## config.mk

```make
export PLATFORM = sky130hd
export DESIGN_NAME = aci_adc_ctl
export DESIGN_NICKNAME = d
export VERILOG_FILES = /design/src/aci_pkg.sv /design/src/aci_conv_if.sv /design/src/aci_sar_engine.sv /design/src/aci_adc_ctl.sv
export SDC_FILE = /design/constraint.sdc
export NUM_CORES = 1
export LEC_CHECK = 0
export BUFFER_PORTS_ARGS = -buffer_cell sky130_fd_sc_hd__clkbuf_2
export CORE_UTILIZATION = 45
export CTS_BUF_LIST = sky130_fd_sc_hd__clkbuf_4
export CTS_CLUSTER_SIZE = 40
export DETAILED_ROUTE_END_ITERATION = 10
export PLACE_DENSITY_LB_ADDON = 0.25
export SYNTH_ARGS = -nofsm -noshare
export SYNTH_HDL_FRONTEND = slang
export SYNTH_SLANG_ARGS = --single-unit
```

## constraint.sdc

```tcl
create_clock -name pclk -period 2.32 [get_ports pclk]
set_clock_uncertainty 0.1 [all_clocks]
set_input_delay 0.232 -clock pclk [delete_from_list [all_inputs] [get_ports pclk]]
set_output_delay 0.232 -clock pclk [all_outputs]
set_load 0.01 [all_outputs]
```

## src/aci_pkg.sv

```systemverilog
// Constants for the converter control and shared input port block
package aci_pkg;
  localparam int DATA_W = 32;
  localparam int ADDR_W = 12;
  localparam int RES_W = 8;
  localparam int CH_W = 4;
  localparam int PINS = 8;
  localparam int CNT_W = 4;
  localparam int IDX_W = 3;

  // Register indices; byte address is four times the index
  localparam logic [ADDR_W-1:0] IDX_PIN_LEVELS = 12'h003;
  localparam logic [ADDR_W-1:0] IDX_RESULT = 12'h008;
  localparam logic [ADDR_W-1:0] IDX_STATUS_CTL = 12'h009;
  localparam logic [ADDR_W-1:0] IDX_IRQ_STATUS = 12'h010;
  localparam logic [ADDR_W-1:0] IDX_IRQ_ENABLE = 12'h011;
  localparam logic [ADDR_W-1:0] IDX_IRQ_CLEAR = 12'h012;
  localparam int ADDR_SHIFT = 2;

  // Status/control field positions
  localparam int BIT_DONE = 7;
  localparam int BIT_RC_SEL = 6;
  localparam int BIT_ENABLE = 5;
  localparam int CH_LSB = 0;

  localparam logic [RES_W-1:0] CTL_RESET = 8'h00;
  localparam logic [RES_W-1:0] RESULT_RESET = 8'h00;
  localparam logic [RES_W-1:0] SAR_FIRST = 8'h80;
  localparam logic [DATA_W-1:0] ZERO_WORD = 32'h0000_0000;

  // Multiplexer codes
  localparam logic [CH_W-1:0] CH_LAST_PIN = 4'h7;
  localparam logic [CH_W-1:0] CH_REF_HIGH = 4'h8;
  localparam logic [CH_W-1:0] CH_REF_MID = 4'h9;

  // Sampling switch stays closed this many bus cycles
  localparam logic [CNT_W-1:0] SAMPLE_CYCLES = 4'hc;
  localparam logic [IDX_W-1:0] MSB_IDX = 3'h7;

  localparam int IRQ_W = 1;
  localparam int IRQ_DONE = 0;

  typedef enum logic [1:0] {AC_IDLE, AC_SAMPLE, AC_CONVERT} aci_state_type;

  function automatic logic [ADDR_W-1:0] reg_addr(input logic [ADDR_W-1:0] idx);
    reg_addr = idx << ADDR_SHIFT;
  endfunction
endpackage

```

## src/aci_conv_if.sv

```systemverilog
// Link between control logic and the successive-approximation engine
`timescale 1ns/1ps
interface aci_conv_if;
  import aci_pkg::*;
  logic run;
  logic start;
  logic step_en;
  logic cmp_high;
  logic sample_close;
  logic [RES_W-1:0] dac_code;
  logic done;
  logic [RES_W-1:0] result;
  modport ctl (output run, start, step_en, cmp_high,
               input sample_close, dac_code, done, result);
  modport eng (input run, start, step_en, cmp_high,
               output sample_close, dac_code, done, result);
endinterface

```

## src/aci_sar_engine.sv

```systemverilog
// Sample window and bit-by-bit successive approximation sequencer
`timescale 1ns/1ps
module aci_sar_engine (
  input wire logic pclk,
  input wire logic presetn,
  aci_conv_if.eng conv
);
  import aci_pkg::*;

  aci_state_type state_r;
  logic [CNT_W-1:0] cnt_r;
  logic [IDX_W-1:0] idx_r;
  logic [RES_W-1:0] sar_r;
  logic [RES_W-1:0] result_r;
  logic done_r;

  always_ff @(posedge pclk or negedge presetn) begin
    if (!presetn) begin
      state_r <= AC_IDLE;
      cnt_r <= '0;
      idx_r <= MSB_IDX;
      sar_r <= SAR_FIRST;
    end else if (!conv.run) begin
      state_r <= AC_IDLE;
      cnt_r <= '0;
    end else if (conv.start || state_r == AC_IDLE) begin
      state_r <= AC_SAMPLE;
      cnt_r <= '0;
    end else begin
      unique case (state_r)
        AC_SAMPLE: begin
          // Window counts bus cycles, whatever clocks the steps
          if (cnt_r == SAMPLE_CYCLES - 4'h1) begin
            state_r <= AC_CONVERT;
            idx_r <= MSB_IDX;
            sar_r <= SAR_FIRST;
          end else begin
            cnt_r <= cnt_r + 4'h1;
          end
        end
        AC_CONVERT: begin
          if (conv.step_en) begin
            // Drop the trial bit if input lies below it
            if (!conv.cmp_high) begin
              sar_r[idx_r] <= 1'b0;
            end
            if (idx_r == '0) begin
              state_r <= AC_SAMPLE;
              cnt_r <= '0;
            end else begin
              idx_r <= idx_r - 3'h1;
              sar_r[idx_r - 3'h1] <= 1'b1;
            end
          end
        end
        default: state_r <= AC_IDLE;
      endcase
    end
  end

  always_ff @(posedge pclk or negedge presetn) begin
    if (!presetn) begin
      done_r <= 1'b0;
      result_r <= RESULT_RESET;
    end else begin
      done_r <= 1'b0;
      if (conv.run && !conv.start && state_r == AC_CONVERT && conv.step_en
          && idx_r == '0) begin
        done_r <= 1'b1;
        result_r <= {sar_r[RES_W-1:1], conv.cmp_high};
      end
    end
  end

  assign conv.sample_close = (state_r == AC_SAMPLE);
  assign conv.dac_code = sar_r;
  assign conv.done = done_r;
  assign conv.result = result_r;

  // Closed-switch cycles counted apart from the sequencer's own counter
  logic [CNT_W-1:0] win_len_r;

  always_ff @(posedge pclk or negedge presetn) begin
    if (!presetn) begin
      win_len_r <= '0;
    end else if (!conv.sample_close || conv.start || !conv.run) begin
      win_len_r <= '0;
    end else begin
      win_len_r <= win_len_r + 4'h1;
    end
  end
endmodule

```

## src/aci_adc_ctl.sv

```systemverilog
// Converter control registers, shared input port and interrupt logic
`timescale 1ns/1ps
module aci_adc_ctl (
  input wire logic pclk,
  input wire logic presetn,
  input wire logic psel,
  input wire logic penable,
  input wire logic pwrite,
  input wire logic [aci_pkg::ADDR_W-1:0] paddr,
  input wire logic [aci_pkg::DATA_W-1:0] pwdata,
  output logic [aci_pkg::DATA_W-1:0] prdata,
  output logic pready,
  output logic pslverr,
  input wire logic [aci_pkg::PINS-1:0] shared_input_pins,
  input wire logic stop_mode,
  input wire logic rc_clk_tick,
  input wire logic cmp_high,
  output logic rc_osc_enable,
  output logic converter_power,
  output logic sample_switch,
  output logic [aci_pkg::RES_W-1:0] dac_code,
  output logic [aci_pkg::PINS-1:0] pin_select,
  output logic ref_high_select,
  output logic ref_mid_select,
  output logic ref_low_select,
  output logic irq
);
  import aci_pkg::*;

  aci_conv_if conv ();

  logic done_flag_r;
  logic rc_clock_select_r;
  logic converter_enable_r;
  logic [CH_W-1:0] channel_select_r;
  logic [RES_W-1:0] conversion_result_r;
  logic [IRQ_W-1:0] irq_status_r;
  logic [IRQ_W-1:0] irq_enable_r;
  logic [DATA_W-1:0] prdata_r;
  logic pslverr_r;

  logic setup;
  logic access;
  logic wr_ctl;
  logic rd_result;
  logic wr_irq_en;
  logic wr_irq_clr;
  logic mapped;

  function automatic logic hit(input logic [ADDR_W-1:0] a,
                               input logic [ADDR_W-1:0] idx);
    hit = (a == reg_addr(idx));
  endfunction

  // Bus decode; every access finishes in its first access cycle
  assign setup = psel && !penable;
  assign access = psel && penable;
  assign wr_ctl = access && pwrite && hit(paddr, IDX_STATUS_CTL);
  assign rd_result = access && !pwrite && hit(paddr, IDX_RESULT);
  assign wr_irq_en = access && pwrite && hit(paddr, IDX_IRQ_ENABLE);
  assign wr_irq_clr = access && pwrite && hit(paddr, IDX_IRQ_CLEAR);
  assign mapped = hit(paddr, IDX_PIN_LEVELS) || hit(paddr, IDX_RESULT)
               || hit(paddr, IDX_STATUS_CTL) || hit(paddr, IDX_IRQ_STATUS)
               || hit(paddr, IDX_IRQ_ENABLE) || hit(paddr, IDX_IRQ_CLEAR);

  // Control fields
  always_ff @(posedge pclk or negedge presetn) begin
    if (!presetn) begin
      rc_clock_select_r <= CTL_RESET[BIT_RC_SEL];
      converter_enable_r <= CTL_RESET[BIT_ENABLE];
      channel_select_r <= CTL_RESET[CH_LSB +: CH_W];
    end else if (wr_ctl) begin
      rc_clock_select_r <= pwdata[BIT_RC_SEL];
      converter_enable_r <= pwdata[BIT_ENABLE];
      channel_select_r <= pwdata[CH_LSB +: CH_W];
    end
  end

  // Done flag: completion outranks a same-cycle result read
  always_ff @(posedge pclk or negedge presetn) begin
    if (!presetn) begin
      done_flag_r <= CTL_RESET[BIT_DONE];
    end else if (conv.done && !wr_ctl) begin
      done_flag_r <= 1'b1;
    end else if (rd_result || wr_ctl) begin
      done_flag_r <= 1'b0;
    end
  end

  // Result only changes on completion; bus writes cannot touch it
  always_ff @(posedge pclk or negedge presetn) begin
    if (!presetn) begin
      conversion_result_r <= RESULT_RESET;
    end else if (conv.done && !wr_ctl) begin
      conversion_result_r <= conv.result;
    end
  end

  // Interrupt status: set wins over clear
  always_ff @(posedge pclk or negedge presetn) begin
    if (!presetn) begin
      irq_status_r <= '0;
    end else begin
      for (int i = 0; i < IRQ_W; i++) begin
        if (i == IRQ_DONE && conv.done && !wr_ctl) begin
          irq_status_r[i] <= 1'b1;
        end else if (wr_irq_clr && pwdata[i]) begin
          irq_status_r[i] <= 1'b0;
        end
      end
    end
  end

  always_ff @(posedge pclk or negedge presetn) begin
    if (!presetn) begin
      irq_enable_r <= '0;
    end else if (wr_irq_en) begin
      irq_enable_r <= pwdata[IRQ_W-1:0];
    end
  end

  assign irq = |(irq_status_r & irq_enable_r);

  // Read data captured in the setup cycle; pins sampled whatever the mode
  always_ff @(posedge pclk or negedge presetn) begin
    if (!presetn) begin
      prdata_r <= ZERO_WORD;
      pslverr_r <= 1'b0;
    end else if (setup) begin
      prdata_r <= ZERO_WORD;
      pslverr_r <= !mapped;
      if (!pwrite) begin
        if (hit(paddr, IDX_PIN_LEVELS)) begin
          prdata_r[PINS-1:0] <= shared_input_pins;
        end else if (hit(paddr, IDX_RESULT)) begin
          prdata_r[RES_W-1:0] <= conversion_result_r;
        end else if (hit(paddr, IDX_STATUS_CTL)) begin
          prdata_r[BIT_DONE] <= done_flag_r;
          prdata_r[BIT_RC_SEL] <= rc_clock_select_r;
          prdata_r[BIT_ENABLE] <= converter_enable_r;
          prdata_r[CH_LSB +: CH_W] <= channel_select_r;
        end else if (hit(paddr, IDX_IRQ_STATUS)) begin
          prdata_r[IRQ_W-1:0] <= irq_status_r;
        end else if (hit(paddr, IDX_IRQ_ENABLE)) begin
          prdata_r[IRQ_W-1:0] <= irq_enable_r;
        end
      end
    end
  end

  assign prdata = prdata_r;
  assign pready = 1'b1;
  assign pslverr = access && pslverr_r;

  // Power and clocking; no wait input exists, so WAIT cannot disturb it
  assign rc_osc_enable = rc_clock_select_r && !stop_mode;
  assign converter_power = converter_enable_r && !stop_mode;
  assign conv.run = converter_power;
  assign conv.start = wr_ctl;
  // With the RC clock selected its ticks pace the steps, else every bus cycle steps; a slow bus would otherwise lose accuracy
  assign conv.step_en = rc_clock_select_r ? rc_clk_tick : 1'b1;
  assign conv.cmp_high = cmp_high;

  aci_sar_engine u_engine (
    .pclk(pclk),
    .presetn(presetn),
    .conv(conv)
  );

  assign sample_switch = conv.sample_close;
  assign dac_code = conv.dac_code;

  // Multiplexer decode
  always_comb begin
    pin_select = '0;
    ref_high_select = 1'b0;
    ref_mid_select = 1'b0;
    ref_low_select = 1'b0;
    if (channel_select_r <= CH_LAST_PIN) begin
      pin_select[channel_select_r[IDX_W-1:0]] = 1'b1;
    end else if (channel_select_r == CH_REF_HIGH) begin
      ref_high_select = 1'b1;
    end else if (channel_select_r == CH_REF_MID) begin
      ref_mid_select = 1'b1;
    end else begin
      ref_low_select = 1'b1;
    end
  end
endmodule

```

# Word-level counts from Yosys, hierarchy flattened
# Cells that the tools add are included.
dict set report op_classes {
  n_mul 0
  n_mux 56
  addsub 2
  div_mod_pow 0
  n_eq_ne 19
  n_lt_le_gt_ge 7
  n_bitwise 5
  reduce_logical 41
  shift 0
}
# op n
set op_table {}
lappend op_table {{$mux 8} 11}
lappend op_table {{$eq 12x7->1 const B} 3}
lappend op_table {{$eq 12x6->1 const B} 2}
lappend op_table {{$mux 4} 6}
lappend op_table {{$mux 1} 21}
lappend op_table {{$logic_and 1x1->1} 20}
lappend op_table {{$ne 4x4->1 const B} 5}
lappend op_table {{$mux 3} 6}
lappend op_table {{$pmux 8 s2} 1}
lappend op_table {{$eq 12x4->1 const B} 1}
lappend op_table {{$eq 4x4->1 const B} 3}
lappend op_table {{$lt 3x4->1 const B} 3}
lappend op_table {{$mux 2} 5}
lappend op_table {{$demux 1 s3} 3}
lappend op_table {{$ge 3x1->1 const B} 3}
lappend op_table {{$and 8x8->8} 1}
lappend op_table {{$not 8->8} 1}
lappend op_table {{$or 8x8->8} 1}
lappend op_table {{$pmux 4 s2} 1}
lappend op_table {{$logic_or 1x1->1} 7}
lappend op_table {{$pmux 3 s2} 1}
lappend op_table {{$reduce_and 6->1} 1}
lappend op_table {{$reduce_bool 2->1} 3}
lappend op_table {{$logic_not 1->1} 5}
lappend op_table {{other kinds (15)} 16}
dict set report word_totals {
  out_inout_bits 57
  rom_bits 0
  reg_bits 52
  n_memories 0
  mem_bits_rw 0
  latch_bits 0
}

# Longest topological paths before layout
dict set report depth {
  ltp_word 15
  ltp_mapped 8
  depth_no_buf 7
}

# By module
# Synthesis repeated with hierarchy kept, for this count alone.
dict set report hier_totals {
  cells_unflattened 295
  area_unflattened_um2 3056.7
}
# mod seq_area_each_um2 cells_per_inst area_each_um2 n_inst
set by_module_without_submodules {}
lappend by_module_without_submodules {aci_adc_ctl 650.6 173 1672.9 1}
lappend by_module_without_submodules {aci_sar_engine 655.6 122 1383.8 1}

# Least setup slack after synthesis
# Ideal clock, no wire load.
dict set report synth_timing {
  path_type {input to register}
  startpoint {in paddr[4] (netlist bit)}
  endpoint {reg u_engine.result_r[0] (netlist: u_engine.conv.result[0])}
  setup_time_ns 0.125
  required_ns 2.095
  arrival_time_ns 2.151
  cell_stages 8
  path_buffers 3
  setup_slack_ns -0.056
  path_cell_list {or4b_1 > buf_2 > or4_4 > buf_6 > nand2_8 > or3_4 > buf_12 > mux2_4}
}
dict set report synth_between {
  elab_chain_len 7
}
# element line_no
set synth_rtl {}
lappend synth_rtl {{start, declared} aci_adc_ctl.sv:9} ;# input wire logic [aci_pkg::ADDR_W-1:0] paddr,
lappend synth_rtl {{$eq 12x6->1} aci_adc_ctl.sv:52} ;# hit = (a == reg_addr(idx));
lappend synth_rtl {{$logic_and 1x1->1} aci_adc_ctl.sv:58} ;# assign wr_ctl = access && pwrite && hit(paddr, IDX_STATUS_CTL);
lappend synth_rtl {{$logic_not 1->1} aci_sar_engine.sv:67} ;# if (conv.run && !conv.start && state_r == AC_CONVERT && conv.step_en
lappend synth_rtl {{$logic_and 1x1->1 (3 in a row)} aci_sar_engine.sv:67}
lappend synth_rtl {{$logic_and 1x1->1} aci_sar_engine.sv:68} ;# && idx_r == '0) begin
lappend synth_rtl {{end signal, assigned} aci_sar_engine.sv:70} ;# result_r <= {sar_r[RES_W-1:1], conv.cmp_high};
lappend synth_rtl {{end, declared} aci_sar_engine.sv:14} ;# logic [RES_W-1:0] result_r;
# No other way between the ends.
# A chain may end at the register's enable or synchronous reset.

# Worst setup path after layout
dict set report layout_timing {
  startpoint {reg u_engine.idx_r[0]}
  endpoint {reg u_engine.sar_r[1] (netlist: u_engine.conv.dac_code[1])}
}
dict set report layout_between {
  elab_chain_len 15
}
# element line_no
set layout_rtl {}
lappend layout_rtl {{start, declared} aci_sar_engine.sv:12} ;# logic [IDX_W-1:0] idx_r;
lappend layout_rtl {{start signal, assigned} aci_sar_engine.sv:51} ;# idx_r <= idx_r - 3'h1;
lappend layout_rtl {{$lt 3x4->1 (not written as such) or $ge 3x1->1 (tied branches)} aci_sar_engine.sv:45} ;# sar_r[idx_r] <= 1'b0;
lappend layout_rtl {{$logic_and 1x1->1 (not written as such)} aci_sar_engine.sv:45}
lappend layout_rtl {{$mux 1 (not written as such)} aci_sar_engine.sv:45}
lappend layout_rtl {{$demux 1 s3} --}
lappend layout_rtl {{$not 8->8 (no source line)} --}
lappend layout_rtl {{$and 8x8->8 (no source line)} --}
lappend layout_rtl {{$mux 8} aci_sar_engine.sv:44} ;# if (!conv.cmp_high) begin
lappend layout_rtl {{$mux 8} aci_sar_engine.sv:42} ;# if (conv.step_en) begin
lappend layout_rtl {{$mux 8} aci_sar_engine.sv:30} ;# unique case (state_r)
lappend layout_rtl {{$mux 8} aci_sar_engine.sv:26} ;# end else if (conv.start || state_r == AC_IDLE) begin
lappend layout_rtl {{$mux 8} aci_sar_engine.sv:23} ;# end else if (!conv.run) begin
lappend layout_rtl {{$or 8x8->8 (no source line)} --}
lappend layout_rtl {{$mux 8 *} aci_sar_engine.sv:47} ;# if (idx_r == '0) begin
lappend layout_rtl {{$mux 8 *} aci_sar_engine.sv:42}
lappend layout_rtl {{$pmux 8 s2 *} aci_sar_engine.sv:30}
lappend layout_rtl {{end signal, assigned} aci_sar_engine.sv:36} ;# sar_r <= SAR_FIRST;
lappend layout_rtl {{end signal, assigned by index} aci_sar_engine.sv:45}
lappend layout_rtl {{end signal, assigned by index} aci_sar_engine.sv:52} ;# sar_r[idx_r - 3'h1] <= 1'b1;
lappend layout_rtl {{end, declared} aci_sar_engine.sv:13} ;# logic [RES_W-1:0] sar_r;
# Mark *: on every way between the ends. The rest lies on a longest branch, timed or not. The select of a mux whose other input is x is not followed.

==> results.txt <==
----------------------------------------------------
[Clock network]
  TritonCTS clock tree ... yes
  Clk Tree Root Cell ... clkbuf_4
  Clock insertion delay at the later pin of the skew report ... 370 ps
  Number of buffers created by CTS ... 5
  Max Buffers Root-to-Sink ... 2
  Sinks on Clock Net ... 52
  H-tree level count ... 2
  Clock input transition at the sequential cells of the worst setup and hold paths ... 160 ps

[Synthesis]
  Area contributors post-synth ... dfrtp_1 40%, buf_4 6.2%, mux2_2 6.0%
  Most frequent cell after synthesis ... dfrtp_1
  Post-synth cell types ... 55
  Cell taking the most area after synthesis ... dfrtp_1
  Post-synthesis sequential element count ... 52
  Number of synthesized flops with an enable pin ... 0
  Commonest cells in the netlist ... 48 x dfrtp_1, 40 x nand2_1, 25 x buf_4
  Post-synth ARST share ... between 90% and 100%
  Area fraction of the dominant cell type after synthesis ... 39.7%
  Share of the yosys chip area belonging to registers ... 43.2%
  Most instantiated flip-flop cell in the synthesis netlist ... dfrtp_1
  Yosys warnings ... 0
  Syn_area_per_cell ... ~9.6 µm²
  Cells after Synth ... 315
  Netlist area before placement ... 3030 µm²

[Setup path]
  Required time of the critical path ... 2520 ps
  Critical Path AT ... 2450 ps
  Critical setup path kind ... flop to flop
  Type of origin of the critical path ... flop
  Crit Path Max Fanout ... 5
  Worst reg2reg setup slack ... ~65 ps
  CP endpoint kind ... flop

[Detailed routing]
  Number of remaining DRC errors ... 22
  Count of vias placed by the detailed router ... around 2500
  Final routed wire length divided by cell count ... 13.7 µm
  ANT nets after route ... 0
  Vias per inst ... 5.13
  Final wirelength ... between 6000 and 7000 µm
  Length of the first detailed-routing pass in iterations ... 8
  First-iteration detailed-routing DRC count ... 101

[Placement]
  GP Congestion ... 0.895
  Post-place instance area ... 3470 µm²
  Post-placement cell count ... 468
  Quantity of I/O buffers inserted on ports ... 65
  Placed wire-length estimate after detailed placement ... 4980 µm

[Min path]
  Hold crit path type ... input pin to flop

[Final layout]
  Layout-stage area growth over the synthesis result ... 20.2%
  Final nets ... 470
  Final std cells w/o fill ... 485
  Antenna fix cells ... 0
  Layout cells sized above 1 ... 34.1%
  Cell area after layout ... 3640 µm²

[Floorplanning]
  Initial core utilization ... 47.1%
  Row Count ... 29
  Die W ... 84.0 µm
  Core box area ... 6420 µm²
  Die outline area ... 7060 µm²
  Number of placed I/O pins ... approximately 120
  Die Y ... 84.0 µm

[Global route]
  Pin count of the biggest net entering global routing ... 53
  Initial antenna violation count ... 0
  Number of global-route vias before repair ... 2385
  Total congestion overflow ... 0
  Total routing resource utilization after global routing ... 19.6%
  Global-route wire length before repair ... 11200 µm

[STA]
  Period Utilization, post-route ... ~97%
  Worst-Margin Slew ... 641 ps
  Setup violations, final ... 0
  Pins over their slew limit ... 0
  Final Critical Period ... 2250 ps
  Final hold violation count ... 0
  Max-slew headroom ... 57.3%
  Fin Hold WS ... roughly 20 ps
  F_max ... roughly 440 MHz

[Job]
  Number of maximum-capacitance constraint violations ... 0

[Pwr]
  Static Leakage ... approximately 1.8 nW
  Power per cell area ... 405 nW/µm²
  Maximum vdd drop ... 0.202 mV

[Run status]
  Violated checks ... design-rule violations
  Status ... finished with violations

----------------------------------------------------
-- report_power, final --
part	internal (mW)	switching (mW)	total [mW]
combinational	0.0516	0.0729	0.124
sequential	0.909	0.00156	0.911
clock	0.128	0.308	0.436
-- cell usage in the layout, fill, tap and decap left out, types with 4 or more instances in the layout --
master and n:
dfstp_2 4, dlygate4sd3_1 8, inv_1 6, o31ai_1 10, mux2_4 8, nor3_1 11, nor2_1 24, nand2b_1 9
conb_1 25, nor2b_1 7, buf_4 27, dfrtp_1 48, clkbuf_2 65, nand2_1 40, o21ai_0 15, clkbuf_4 5
mux2_2 16, a21oi_1 20
-- kinds of logic after synthesis --
family,Yosys count,synth area share (%)
flops,52,43.2
other cells,2,0.248
xor+xnor,3,0.869
compound gates,65,13.3
mux,27,10.9
fa+ha+maj,3,1.24
simple gates,119,20.8
buf+inv,44,9.39
-- state kept, by name (all words and copies together), names as in the netlist, 2 cells and up --
register / cells
u_engine.conv.result: 8
u_engine.idx_r: 3
prdata: 8
u_engine.cnt_r: 4
u_engine.conv.dac_code: 8
channel_select_r: 4
conversion_result_r: 8
u_engine.state_r: 2
-- final cells by class --
cell class / instances / area, µm²
multi-input combinational: 242 / 1540
clock inverter: 3 / 27.5
timing repair buffer: 100 / 608
clock buffer: 5 / 37.5
sequential: 52 / 1310
fill: 593 / 2790
inverter: 6 / 22.5
tap: 77 / 96.3
-- stage by stage --
stage	power (mW)	util [%]	setup WS (ps)	setup TNS, ps
after floorplan	1.00	-	-21.7	-174
after global placement	1.04	54.0	21.1	0
after detailed placement	1.04	54.0	6.55	0
after CTS	1.50	56.1	34.6	0
after global routing	1.55	56.6	-20.8	-20.8
final	1.47	56.6	65.3	0
-- final timing paths --
check,cells after the start,from,end
min in group asynchronous,3,presetn,prdata[2]
max in group asynchronous,3,presetn,channel_select_r[3]
worst max register to register,6,u_engine.idx_r[0],u_engine.conv.dac_code[1]
worst min register to register,2,prdata[2],prdata[2]
worst min-delay path,3,shared_input_pins[7],prdata[7]
worst max-delay path,6,u_engine.idx_r[0],u_engine.conv.dac_code[1]
-- per-layer routing --
layer / part of all wire [%] / vias to the layer above / global-route usage, %
met1: 47 / 1159 / 25.8
li1: - / 1246 / -
met3: 4.6 / 6 / 3.86
met4: 1.2 / 0 / 5.64
met2: 47 / 75 / 32.8
met5: 0 / - / 0
-- critical path: stages (launching register included) --
cell and delay, ps:
dfstp_2 560, inv_1 70, ha_1 210, nor2b_1 160
or3_4 370, or4_1 510, o21ai_0 190
-- timing repair --
| item | 4_1_cts | 5_1_grt |
|---|---|---|
| hold buffers | 7 | 1 |
| hold endpoints to repair | 54 | 1 |
| buffers inserted | 0 | 1 |
| gates resized for setup | 0 | 4 |
| endpoints found under the setup margin | 0 | 6 |
(Power assumes the default switching activity.)
